## config.mk

```make
export PLATFORM = sky130hd
export DESIGN_NAME = fec_counters
export DESIGN_NICKNAME = d
export VERILOG_FILES = /design/src/hdl/fec_pkg.sv /design/src/hdl/fec_counters.sv
export SDC_FILE = /design/constraint.sdc
export NUM_CORES = 1
export LEC_CHECK = 0
export BUFFER_PORTS_ARGS = -buffer_cell sky130_fd_sc_hd__clkbuf_2
export CORE_AREA = 4 4 151 153
export CTS_CLUSTER_SIZE = 8
export DETAILED_ROUTE_END_ITERATION = 16
export DIE_AREA = 0 0 155 157
export HOLD_SLACK_MARGIN = 0.08
export SLEW_MARGIN = 10
export SYNTH_ARGS = -nofsm -noshare
export SYNTH_HDL_FRONTEND = slang
export SYNTH_SLANG_ARGS = --single-unit
```

## constraint.sdc

```tcl
create_clock -name CLK_SYS -period 2.97 [get_ports CLK_SYS]
set_input_delay 0.891 -clock CLK_SYS [delete_from_list [all_inputs] [get_ports CLK_SYS]]
set_output_delay 0.891 -clock CLK_SYS [all_outputs]
set_load 0.05 [all_outputs]
```

## src/hdl/fec_pkg.sv

```systemverilog
// constants for the framing error counter block
`default_nettype none
package fec_pkg;
  // register indices; byte address is four times the index
  localparam logic [9:0] IDX_ERR_CFG       = 10'h041;
  localparam logic [9:0] IDX_SYNC_HIGH     = 10'h046;
  localparam logic [9:0] IDX_SYNC_LOW      = 10'h047;
  localparam logic [9:0] IDX_FAR_HIGH      = 10'h048;
  localparam logic [9:0] IDX_FAR_LOW       = 10'h049;
  localparam logic [9:0] IDX_LINE_CFG      = 10'h050;
  localparam logic [9:0] IDX_STATUS        = 10'h051;

  // error_counter_config field positions
  localparam int CFG_COUNT_SELECT_POS      = 1;
  localparam int CFG_ACCUM_MODE_POS        = 4;
  localparam int CFG_INTERVAL_SELECT_POS   = 5;
  localparam int CFG_MANUAL_UPDATE_POS     = 6;
  localparam logic [7:0] ERR_CFG_MASK      = 8'h72;
  localparam logic [7:0] ERR_CFG_RESET     = 8'h00;

  // line configuration field positions
  localparam int LINE_E1_POS               = 0;
  localparam int LINE_ESF_POS              = 1;
  localparam int LINE_CRC4_POS             = 2;
  localparam logic [7:0] LINE_CFG_MASK     = 8'h07;
  localparam logic [7:0] LINE_CFG_RESET    = 8'h00;

  // counters
  localparam int          CNT_W            = 16;
  localparam int          CNT_N            = 2;
  localparam logic [15:0] CNT_MAX          = 16'hFFFF;
  localparam logic [15:0] CNT_RESET        = 16'h0000;

  // accumulation timing
  localparam int CLK_PERIOD_NS             = 50;
  localparam int LONG_TIME_US              = 1000000;
  localparam int T1_SHORT_TIME_US          = 42000;
  localparam int E1_SHORT_TIME_US          = 62500;
  localparam int LONG_CYCLES               = LONG_TIME_US * 1000 / CLK_PERIOD_NS;
  localparam int T1_SHORT_CYCLES           = T1_SHORT_TIME_US * 1000 / CLK_PERIOD_NS;
  localparam int E1_SHORT_CYCLES           = E1_SHORT_TIME_US * 1000 / CLK_PERIOD_NS;
  localparam int TIMER_W                   = 25;
endpackage
`default_nettype wire

```

## src/hdl/fec_counters.sv

```systemverilog
// framing error counters with apb register access
//
// Contract
// - T1 multiframe mode: count each multiframe boundary seen while sync is lost.
// - T1 bit-error mode: count terminal framing errors in D4, sequence errors in ESF.
// - T1 bit-error mode: no counting while receive sync is lost.
// - E1: count frame alignment word errors; none while sync lost.
// - E1: ignore alignment word errors during any alignment or multiframe search.
// - sync-loss count is 16 bits: high byte at 46h, low at 47h.
// - far-end error counter counts only in E1 mode.
// - with CRC4 multiframing, count each received E-bit equal to zero.
// - far-end counting stops on alignment or CRC4 loss, not CAS loss.
// - far-end count is 16 bits: high byte at 48h, low at 49h.
// - counters never overflow; they hold at full scale.
// - count-select bit: 0 framing-bit errors, 1 multiframes out of sync.
// - each interval (1 s, 42 ms or 62.5 ms) latches then clears counters.
// - manual mode: rising manual-update bit latches and clears; host waits.
//
// Decided for this implementation: the APB register port.
`default_nettype none
module fec_counters
  import fec_pkg::*;
#(
  parameter int unsigned LONG_PERIOD     = LONG_CYCLES,
  parameter int unsigned T1_SHORT_PERIOD = T1_SHORT_CYCLES,
  parameter int unsigned E1_SHORT_PERIOD = E1_SHORT_CYCLES
) (
  input  wire logic        CLK_SYS,
  input  wire logic        ARST_N,
  input  wire logic        PSEL,
  input  wire logic        PENABLE,
  input  wire logic        PWRITE,
  input  wire logic [11:0] PADDR,
  input  wire logic [31:0] PWDATA,
  output logic      [31:0] PRDATA,
  output logic             PREADY,
  output logic             PSLVERR,
  input  wire logic        RX_SYNC_LOST,
  input  wire logic        RX_MF_BOUNDARY,
  input  wire logic        RX_FT_ERR,
  input  wire logic        RX_FPS_ERR,
  input  wire logic        RX_FAS_ERR,
  input  wire logic        RX_FAS_SEARCH,
  input  wire logic        RX_CAS_SEARCH,
  input  wire logic        RX_CRC4_SEARCH,
  input  wire logic        RX_CRC4_SYNC_LOST,
  input  wire logic        RX_EBIT_VALID,
  input  wire logic        RX_EBIT
);

  // true when an access hits the given register index
  function automatic logic hit(input logic [11:0] addr, input logic [9:0] idx);
    hit = (addr[1:0] == 2'h0) && (addr[11:2] == idx);
  endfunction

  // true when the address maps to any register
  function automatic logic mapped(input logic [11:0] addr);
    mapped = hit(addr, IDX_ERR_CFG) || hit(addr, IDX_SYNC_HIGH) || hit(addr, IDX_SYNC_LOW) ||
             hit(addr, IDX_FAR_HIGH) || hit(addr, IDX_FAR_LOW) || hit(addr, IDX_LINE_CFG) ||
             hit(addr, IDX_STATUS);
  endfunction

  logic [7:0]         err_cfg;
  logic [7:0]         line_cfg;
  logic               manual_prev;
  logic               latch_now;
  logic [TIMER_W-1:0] timer;
  logic [TIMER_W-1:0] period;
  logic               timer_done;
  logic               manual_edge;
  logic               wr_access;
  logic               setup_phase;
  logic [CNT_N-1:0]   inc;
  logic [CNT_W-1:0]   run  [CNT_N];
  logic [CNT_W-1:0]   snap [CNT_N];
  logic [7:0]         next_rdata;

  // configuration fields
  logic count_select;
  logic accum_manual;
  logic short_interval;
  logic manual_update;
  logic e1_mode;
  logic esf_mode;
  logic crc4_enable;

  assign count_select   = err_cfg[CFG_COUNT_SELECT_POS];
  assign accum_manual   = err_cfg[CFG_ACCUM_MODE_POS];
  assign short_interval = err_cfg[CFG_INTERVAL_SELECT_POS];
  assign manual_update  = err_cfg[CFG_MANUAL_UPDATE_POS];
  assign e1_mode        = line_cfg[LINE_E1_POS];
  assign esf_mode       = line_cfg[LINE_ESF_POS];
  assign crc4_enable    = line_cfg[LINE_CRC4_POS];

  // apb phase decode
  assign setup_phase = PSEL && !PENABLE;
  assign wr_access   = PSEL && PENABLE && PREADY && PWRITE;

  // read setup strobe, used for data capture
  logic rd_setup;
  assign rd_setup = setup_phase && !PWRITE;

  // per-register write enables
  logic cfg_wr;
  logic line_wr;
  assign cfg_wr  = wr_access && hit(PADDR, IDX_ERR_CFG);
  assign line_wr = wr_access && hit(PADDR, IDX_LINE_CFG);

  // status byte: running counts nonzero and receive loss levels
  logic [7:0] status_byte;
  assign status_byte = {4'h0, RX_CRC4_SYNC_LOST, RX_SYNC_LOST, (run[1] != CNT_RESET), (run[0] != CNT_RESET)};

  // apb ready: one wait-free access phase after each setup
  always_ff @(posedge CLK_SYS or negedge ARST_N) begin
    if (!ARST_N) begin
      PREADY <= 1'b0;
    end else begin
      PREADY <= setup_phase;
    end
  end

  // error flag for unmapped addresses, raised with ready
  always_ff @(posedge CLK_SYS or negedge ARST_N) begin
    if (!ARST_N) begin
      PSLVERR <= 1'b0;
    end else begin
      PSLVERR <= setup_phase && !mapped(PADDR);
    end
  end

  // read data selection; counts come from the snapshot only
  always_comb begin
    next_rdata = 8'h00;
    if (hit(PADDR, IDX_ERR_CFG)) begin
      next_rdata = err_cfg;
    end else if (hit(PADDR, IDX_SYNC_HIGH)) begin
      next_rdata = snap[0][15:8];
    end else if (hit(PADDR, IDX_SYNC_LOW)) begin
      next_rdata = snap[0][7:0];
    end else if (hit(PADDR, IDX_FAR_HIGH)) begin
      next_rdata = snap[1][15:8];
    end else if (hit(PADDR, IDX_FAR_LOW)) begin
      next_rdata = snap[1][7:0];
    end else if (hit(PADDR, IDX_LINE_CFG)) begin
      next_rdata = line_cfg;
    end else if (hit(PADDR, IDX_STATUS)) begin
      next_rdata = status_byte;
    end
  end

  // read data captured in the setup cycle, upper bits read zero
  always_ff @(posedge CLK_SYS or negedge ARST_N) begin
    if (!ARST_N) begin
      PRDATA <= 32'h0000_0000;
    end else if (rd_setup) begin
      PRDATA <= {24'h00_0000, next_rdata};
    end else if (setup_phase && !mapped(PADDR)) begin
      PRDATA <= 32'h0000_0000;                      // refused write shows no stale data
    end
  end

  // error counter configuration register
  always_ff @(posedge CLK_SYS or negedge ARST_N) begin
    if (!ARST_N) begin
      err_cfg <= ERR_CFG_RESET;
    end else if (cfg_wr) begin
      err_cfg <= PWDATA[7:0] & ERR_CFG_MASK;
    end
  end

  // line configuration register
  always_ff @(posedge CLK_SYS or negedge ARST_N) begin
    if (!ARST_N) begin
      line_cfg <= LINE_CFG_RESET;
    end else if (line_wr) begin
      line_cfg <= PWDATA[7:0] & LINE_CFG_MASK;
    end
  end

  // accumulation period selection
  always_comb begin
    if (!short_interval) begin
      period = TIMER_W'(LONG_PERIOD);
    end else if (e1_mode) begin
      period = TIMER_W'(E1_SHORT_PERIOD);
    end else begin
      period = TIMER_W'(T1_SHORT_PERIOD);
    end
  end

  assign timer_done  = !accum_manual && (timer >= period - TIMER_W'(1));
  assign manual_edge = accum_manual && manual_update && !manual_prev;

  // interval timer, held at zero in manual mode
  always_ff @(posedge CLK_SYS or negedge ARST_N) begin
    if (!ARST_N) begin
      timer <= '0;
    end else if (accum_manual || timer_done) begin
      timer <= '0;
    end else begin
      timer <= timer + TIMER_W'(1);
    end
  end

  // previous manual-update bit for edge detection
  always_ff @(posedge CLK_SYS or negedge ARST_N) begin
    if (!ARST_N) begin
      manual_prev <= 1'b0;
    end else begin
      manual_prev <= manual_update;
    end
  end

  // latch strobe one cycle after interval end or manual edge
  always_ff @(posedge CLK_SYS or negedge ARST_N) begin
    if (!ARST_N) begin
      latch_now <= 1'b0;
    end else begin
      latch_now <= timer_done || manual_edge;
    end
  end

  // qualified receive events, one wire per counting source
  logic t1_frame_bit_err;
  logic t1_mf_out_of_sync;
  logic e1_align_hunting;
  logic e1_align_word_err;
  logic far_end_blocked;
  logic e1_far_end_err;

  // t1 framing-bit error source follows the framing mode
  assign t1_frame_bit_err = esf_mode ? RX_FPS_ERR : RX_FT_ERR;

  // t1 multiframe boundary seen while sync is lost
  assign t1_mf_out_of_sync = RX_MF_BOUNDARY && RX_SYNC_LOST;

  // any alignment or multiframe search in progress
  assign e1_align_hunting = RX_FAS_SEARCH || RX_CAS_SEARCH || RX_CRC4_SEARCH;

  // e1 alignment word error outside loss and search
  assign e1_align_word_err = RX_FAS_ERR && !RX_SYNC_LOST && !e1_align_hunting;

  // far-end counting blocked by alignment or crc4 loss; cas loss ignored
  assign far_end_blocked = RX_SYNC_LOST || RX_CRC4_SYNC_LOST;

  // received e-bit at zero with crc4 multiframing
  assign e1_far_end_err = crc4_enable && RX_EBIT_VALID && !RX_EBIT && !far_end_blocked;

  // sync-loss counter increment by mode
  always_comb begin
    if (e1_mode) begin
      inc[0] = e1_align_word_err;
    end else if (count_select) begin
      inc[0] = t1_mf_out_of_sync;
    end else begin
      inc[0] = t1_frame_bit_err && !RX_SYNC_LOST;
    end
  end

  // far-end error counter increment, e1 only
  always_comb begin
    inc[1] = e1_mode && e1_far_end_err;
  end

  // next running value, held at full scale
  function automatic logic [CNT_W-1:0] sat_next(input logic [CNT_W-1:0] cur, input logic step);
    if (step && (cur != CNT_MAX)) begin
      sat_next = cur + 16'h0001;
    end else begin
      sat_next = cur;
    end
  endfunction

  // running counters and snapshots; an event on the latch cycle starts the new period
  genvar g;
  generate
    for (g = 0; g < CNT_N; g++) begin : g_cnt
      always_ff @(posedge CLK_SYS or negedge ARST_N) begin
        if (!ARST_N) begin
          run[g] <= CNT_RESET;
        end else if (latch_now) begin
          run[g] <= {15'h0000, inc[g]};
        end else begin
          run[g] <= sat_next(run[g], inc[g]);
        end
      end

      always_ff @(posedge CLK_SYS or negedge ARST_N) begin
        if (!ARST_N) begin
          snap[g] <= CNT_RESET;
        end else if (latch_now) begin
          snap[g] <= run[g];
        end
      end
    end
  endgenerate

endmodule
`default_nettype wire

```

==> out/metrics.csv <==
stage,metric,value,unit
synthesis,top_reg_cell synth,dfrtp_1,
placement,hpwl dp,10900,microns
worst_setup_path,cells along the critical path,"nand2b_1, inv_1, ha_1, a21oi_1, o21ai_0, a211oi_1, nand2_1, buf_12, nor3_1",
placement,I/O Buffers,43,
synthesis,post-synth top area cell,dfrtp_1,
detailed_routing,drc violations,0,
placement,dpl cells,947,
cts,CTS tree,done,
floorplan,IO Count,94,
floorplan,Core ar.,21600,sq um
worst_setup_path,Worst Path Max Fanout,18,
cts,Root Buffer,clkbuf_16,
synthesis,#FFs+latches synth,108,
placement,GPL Wtd Cong,0.796,
synthesis,Area contributors post-synth,"dfrtp_1 (42%), mux2_2 (7.4%), ha_1 (5.1%)",
power_and_ir_drop,Flop pwr share,0.495,
worst_setup_path,Crit path max-delay family,simple AND/OR/NAND/NOR gates,
timing,setup TNS,0,ns
run,max-cap viol count,0,
worst_setup_path,critical path data required time,3.23,ns
worst_setup_path,Worst path max stage delay,0.46,ns
cells_and_area,fill count,2174,
cells_and_area,nets@finish,764,
detailed_routing,1st-pass router iterations,4,
grt,wire length of the first global-routing pass,24100,microns
cts,H-tree depth,3,
synthesis,"count leader, synth",dfrtp_1,
timing,Worst Tran Pin Value,0.821,ns
power_and_ir_drop,clock power share,0.328,
synthesis,mean post-synth cell area,10.1,sq um
cts,CTS Buf Count,9,
power_and_ir_drop,Pleak,3.17,nW
timing,Fmax,416,MHz
cts,Clock Path Buffers,2,
synthesis,number of flops mapped to enable cells by yosys,0,
worst_setup_path,Startpoint Class,register,
cts,hold buffer count at cts,0,
timing,final hold viol count,0,
hold_path,hold path startpoint,err_cfg[6],
grt,GR Overflow Total,0,
synthesis,Gate Count Post-Synth,633,
detailed_routing,vias,4767,
cts,"Clk Latency, worst-skew pair",0.36,ns
cts,Post-CTS Repair Setup Buffers,0,
cts,clk sink count,108,
power_and_ir_drop,switch share,0.314,
hold_path,Min-Delay Endpoint,manual_prev,
synthesis,sequential share of the synthesized area,0.424,
detailed_routing,Antenna Violating Nets Remaining,0,
power_and_ir_drop,combinational fraction of design power,0.177,
timing,Tmin final,2.40,ns
worst_setup_path,reg2reg path depth,9,
worst_setup_path,Worst Path Buf+Inv,2,
floorplan,Die Wd,155,microns
timing,Setup Skew,0.0122,ns
synthesis,commonest cells in the netlist,"dfrtp_1 (108), mux2_2 (42), nor2_1 (42), nor3_1 (36), nand2_1 (29)",
floorplan,Die Y,157,microns
detailed_routing,vias per cell,4.95,
cts,# resized after CTS,0,
cells_and_area,layout cells sized above 1,0.218,
worst_setup_path,FF-to-FF End,timer[4],
synthesis,Synth async-reset ratio,1.00,
worst_setup_path,R2R Setup Slk,0.57,ns
detailed_routing,routed wire length,14700,microns
synthesis,Ys Warns,0,
worst_setup_path,CP Capture Type,register,
cells_and_area,area grow syn2layout,13.2,%
status,outcome,"finished, final reports clean",
timing,unrepaired setup endpoints after global routing,false,
synthesis,Mapped Area,6370,sq um
worst_setup_path,Reg-to-Reg Start,err_cfg[5],
power_and_ir_drop,pwr/cell area,530,nW/um^2
hold_path,hold crit path type,register to register,
timing,final worst path period share,0.809,
timing,Worst slew margin,0.453,
floorplan,full die area,24300,sq um
timing,final setup vio count,0,
worst_setup_path,slowest cell on the critical path,dfrtp_1,
timing,Hold WS,0.486,ns
floorplan,initial core utilization,0.296,
detailed_routing,DR WL/cell,15.2,microns
grt,vias in the first global route,4578,
cells_and_area,Final Non-Filler Cells,963,
power_and_ir_drop,sw power,1.20,mW
hold_path,WHS Path Cells,0,
synthesis,Yosys cell types,68,
grt,antenna violations before repair,1,
worst_setup_path,kind of critical path,register to register,
detailed_routing,DRT iter0 DRCs,229,
synthesis,post-synth top area share,0.424,
grt,pin count of the biggest net entering global routing,75,
power_and_ir_drop,worst vdd ir,0.263,mV
worst_setup_path,Worst Path Arrival,2.66,ns
grt,gr usage total,0.122,
cts,clk slew on worst S/H paths,0.07,ns
power_and_ir_drop,Internal Pwr Total,2.62,mW
timing,Final Max Tran Viols,0,
floorplan,Row Count,54,
cells_and_area,antenna diode count,0,
[cells by family (layout without fill, tap and decap cells)]
group,count (synthesis),after routing,synth area share
AND/OR/NAND/NOR,246,246,0.219
flip-flops,108,108,0.424
buffers and inverters,81,107,0.0662
AO/OA/AOI/OAI,73,73,0.0813
multiplexers,60,60,0.106
XOR/XNOR,37,37,0.0509
adder cells (fa/ha/maj),26,26,0.0511
other,2,26,0.00118
[power groups by stage]
stage               Clock (mW)  Combinational (mW)  Sequential (mW)
global placement             0               0.666             1.92
CTS                       1.29               0.689             1.90
finish                    1.25               0.677             1.90
global route              1.36               0.773             1.93
floorplan                    0               0.548             1.85
detailed placement           0               0.685             1.92
[per-layer routing]
metal,wire [microns],vias to the layer above,GRT usage
met3,523,16,0.0148
met4,242,2,0.0429
li1,-,2351,-
met1,6960,2308,0.158
met5,13,-,0
met2,6940,90,0.210
[metrics by stage]
stage	util	setup WS, ns	total power [mW]	cell area, sq um
after floorplan	-	0.528	2.40	6460
after global placement	0.320	0.279	2.59	6900
after detailed placement	0.320	0.256	2.61	6900
after CTS	0.335	0.543	3.88	7210
after global routing	0.335	0.341	4.07	7210
final	0.335	0.567	3.83	7210
[sequential cells by signal (all words and copies together) (netlist names), 3 cells and up]
name,count
line_cfg,3
run,32
timer,25
PRDATA,8
snap,32
err_cfg,4
[cell type report]
class / count / area (sq um) / area share
timing repair buffer: 66 / 415 / 0.0576
tap: 280 / 350 / 0.0486
clock inverter: 7 / 83.8 / 0.0116
sequential: 108 / 2700 / 0.375
multi-input combinational: 468 / 3340 / 0.463
inverter: 25 / 93.8 / 0.0130
clock buffer: 9 / 225 / 0.0312
[cell usage in the layout, fill, tap and decap left out, drive strengths merged, types with 4 or more instances in the layout]
cell type    n
o21ai        8
inv         27
nor4b        7
nor3b        4
nand3       28
nor4        24
nand2       30
nor2        43
o2bb2ai      5
xor2        15
dfrtp      108
xnor2       22
or2          5
a21oi       21
o221ai       4
clkbuf      51
nor2b       14
nand4       22
buf         24
o22ai        4
or4          7
o31ai        7
mux2i       11
nand2b       6
ha          26
conb        26
and4         6
a211oi       5
mux2        49
nor3        37
[worst max-delay path by stage]
stage	startpoint	slack [ns]	to	cells after the start
5_1_grt	err_cfg[5]	0.34	timer[14]	9
2_1_floorplan	PADDR[3]	0.53	err_cfg[1]	5
4_1_cts	err_cfg[5]	0.54	timer[4]	9
6_report	err_cfg[5]	0.57	timer[4]	9
3_3_place_gp	PADDR[1]	0.28	PRDATA[3]	7
3_5_place_dp	PADDR[3]	0.26	err_cfg[6]	6
Power figures use the tool's default switching activity.
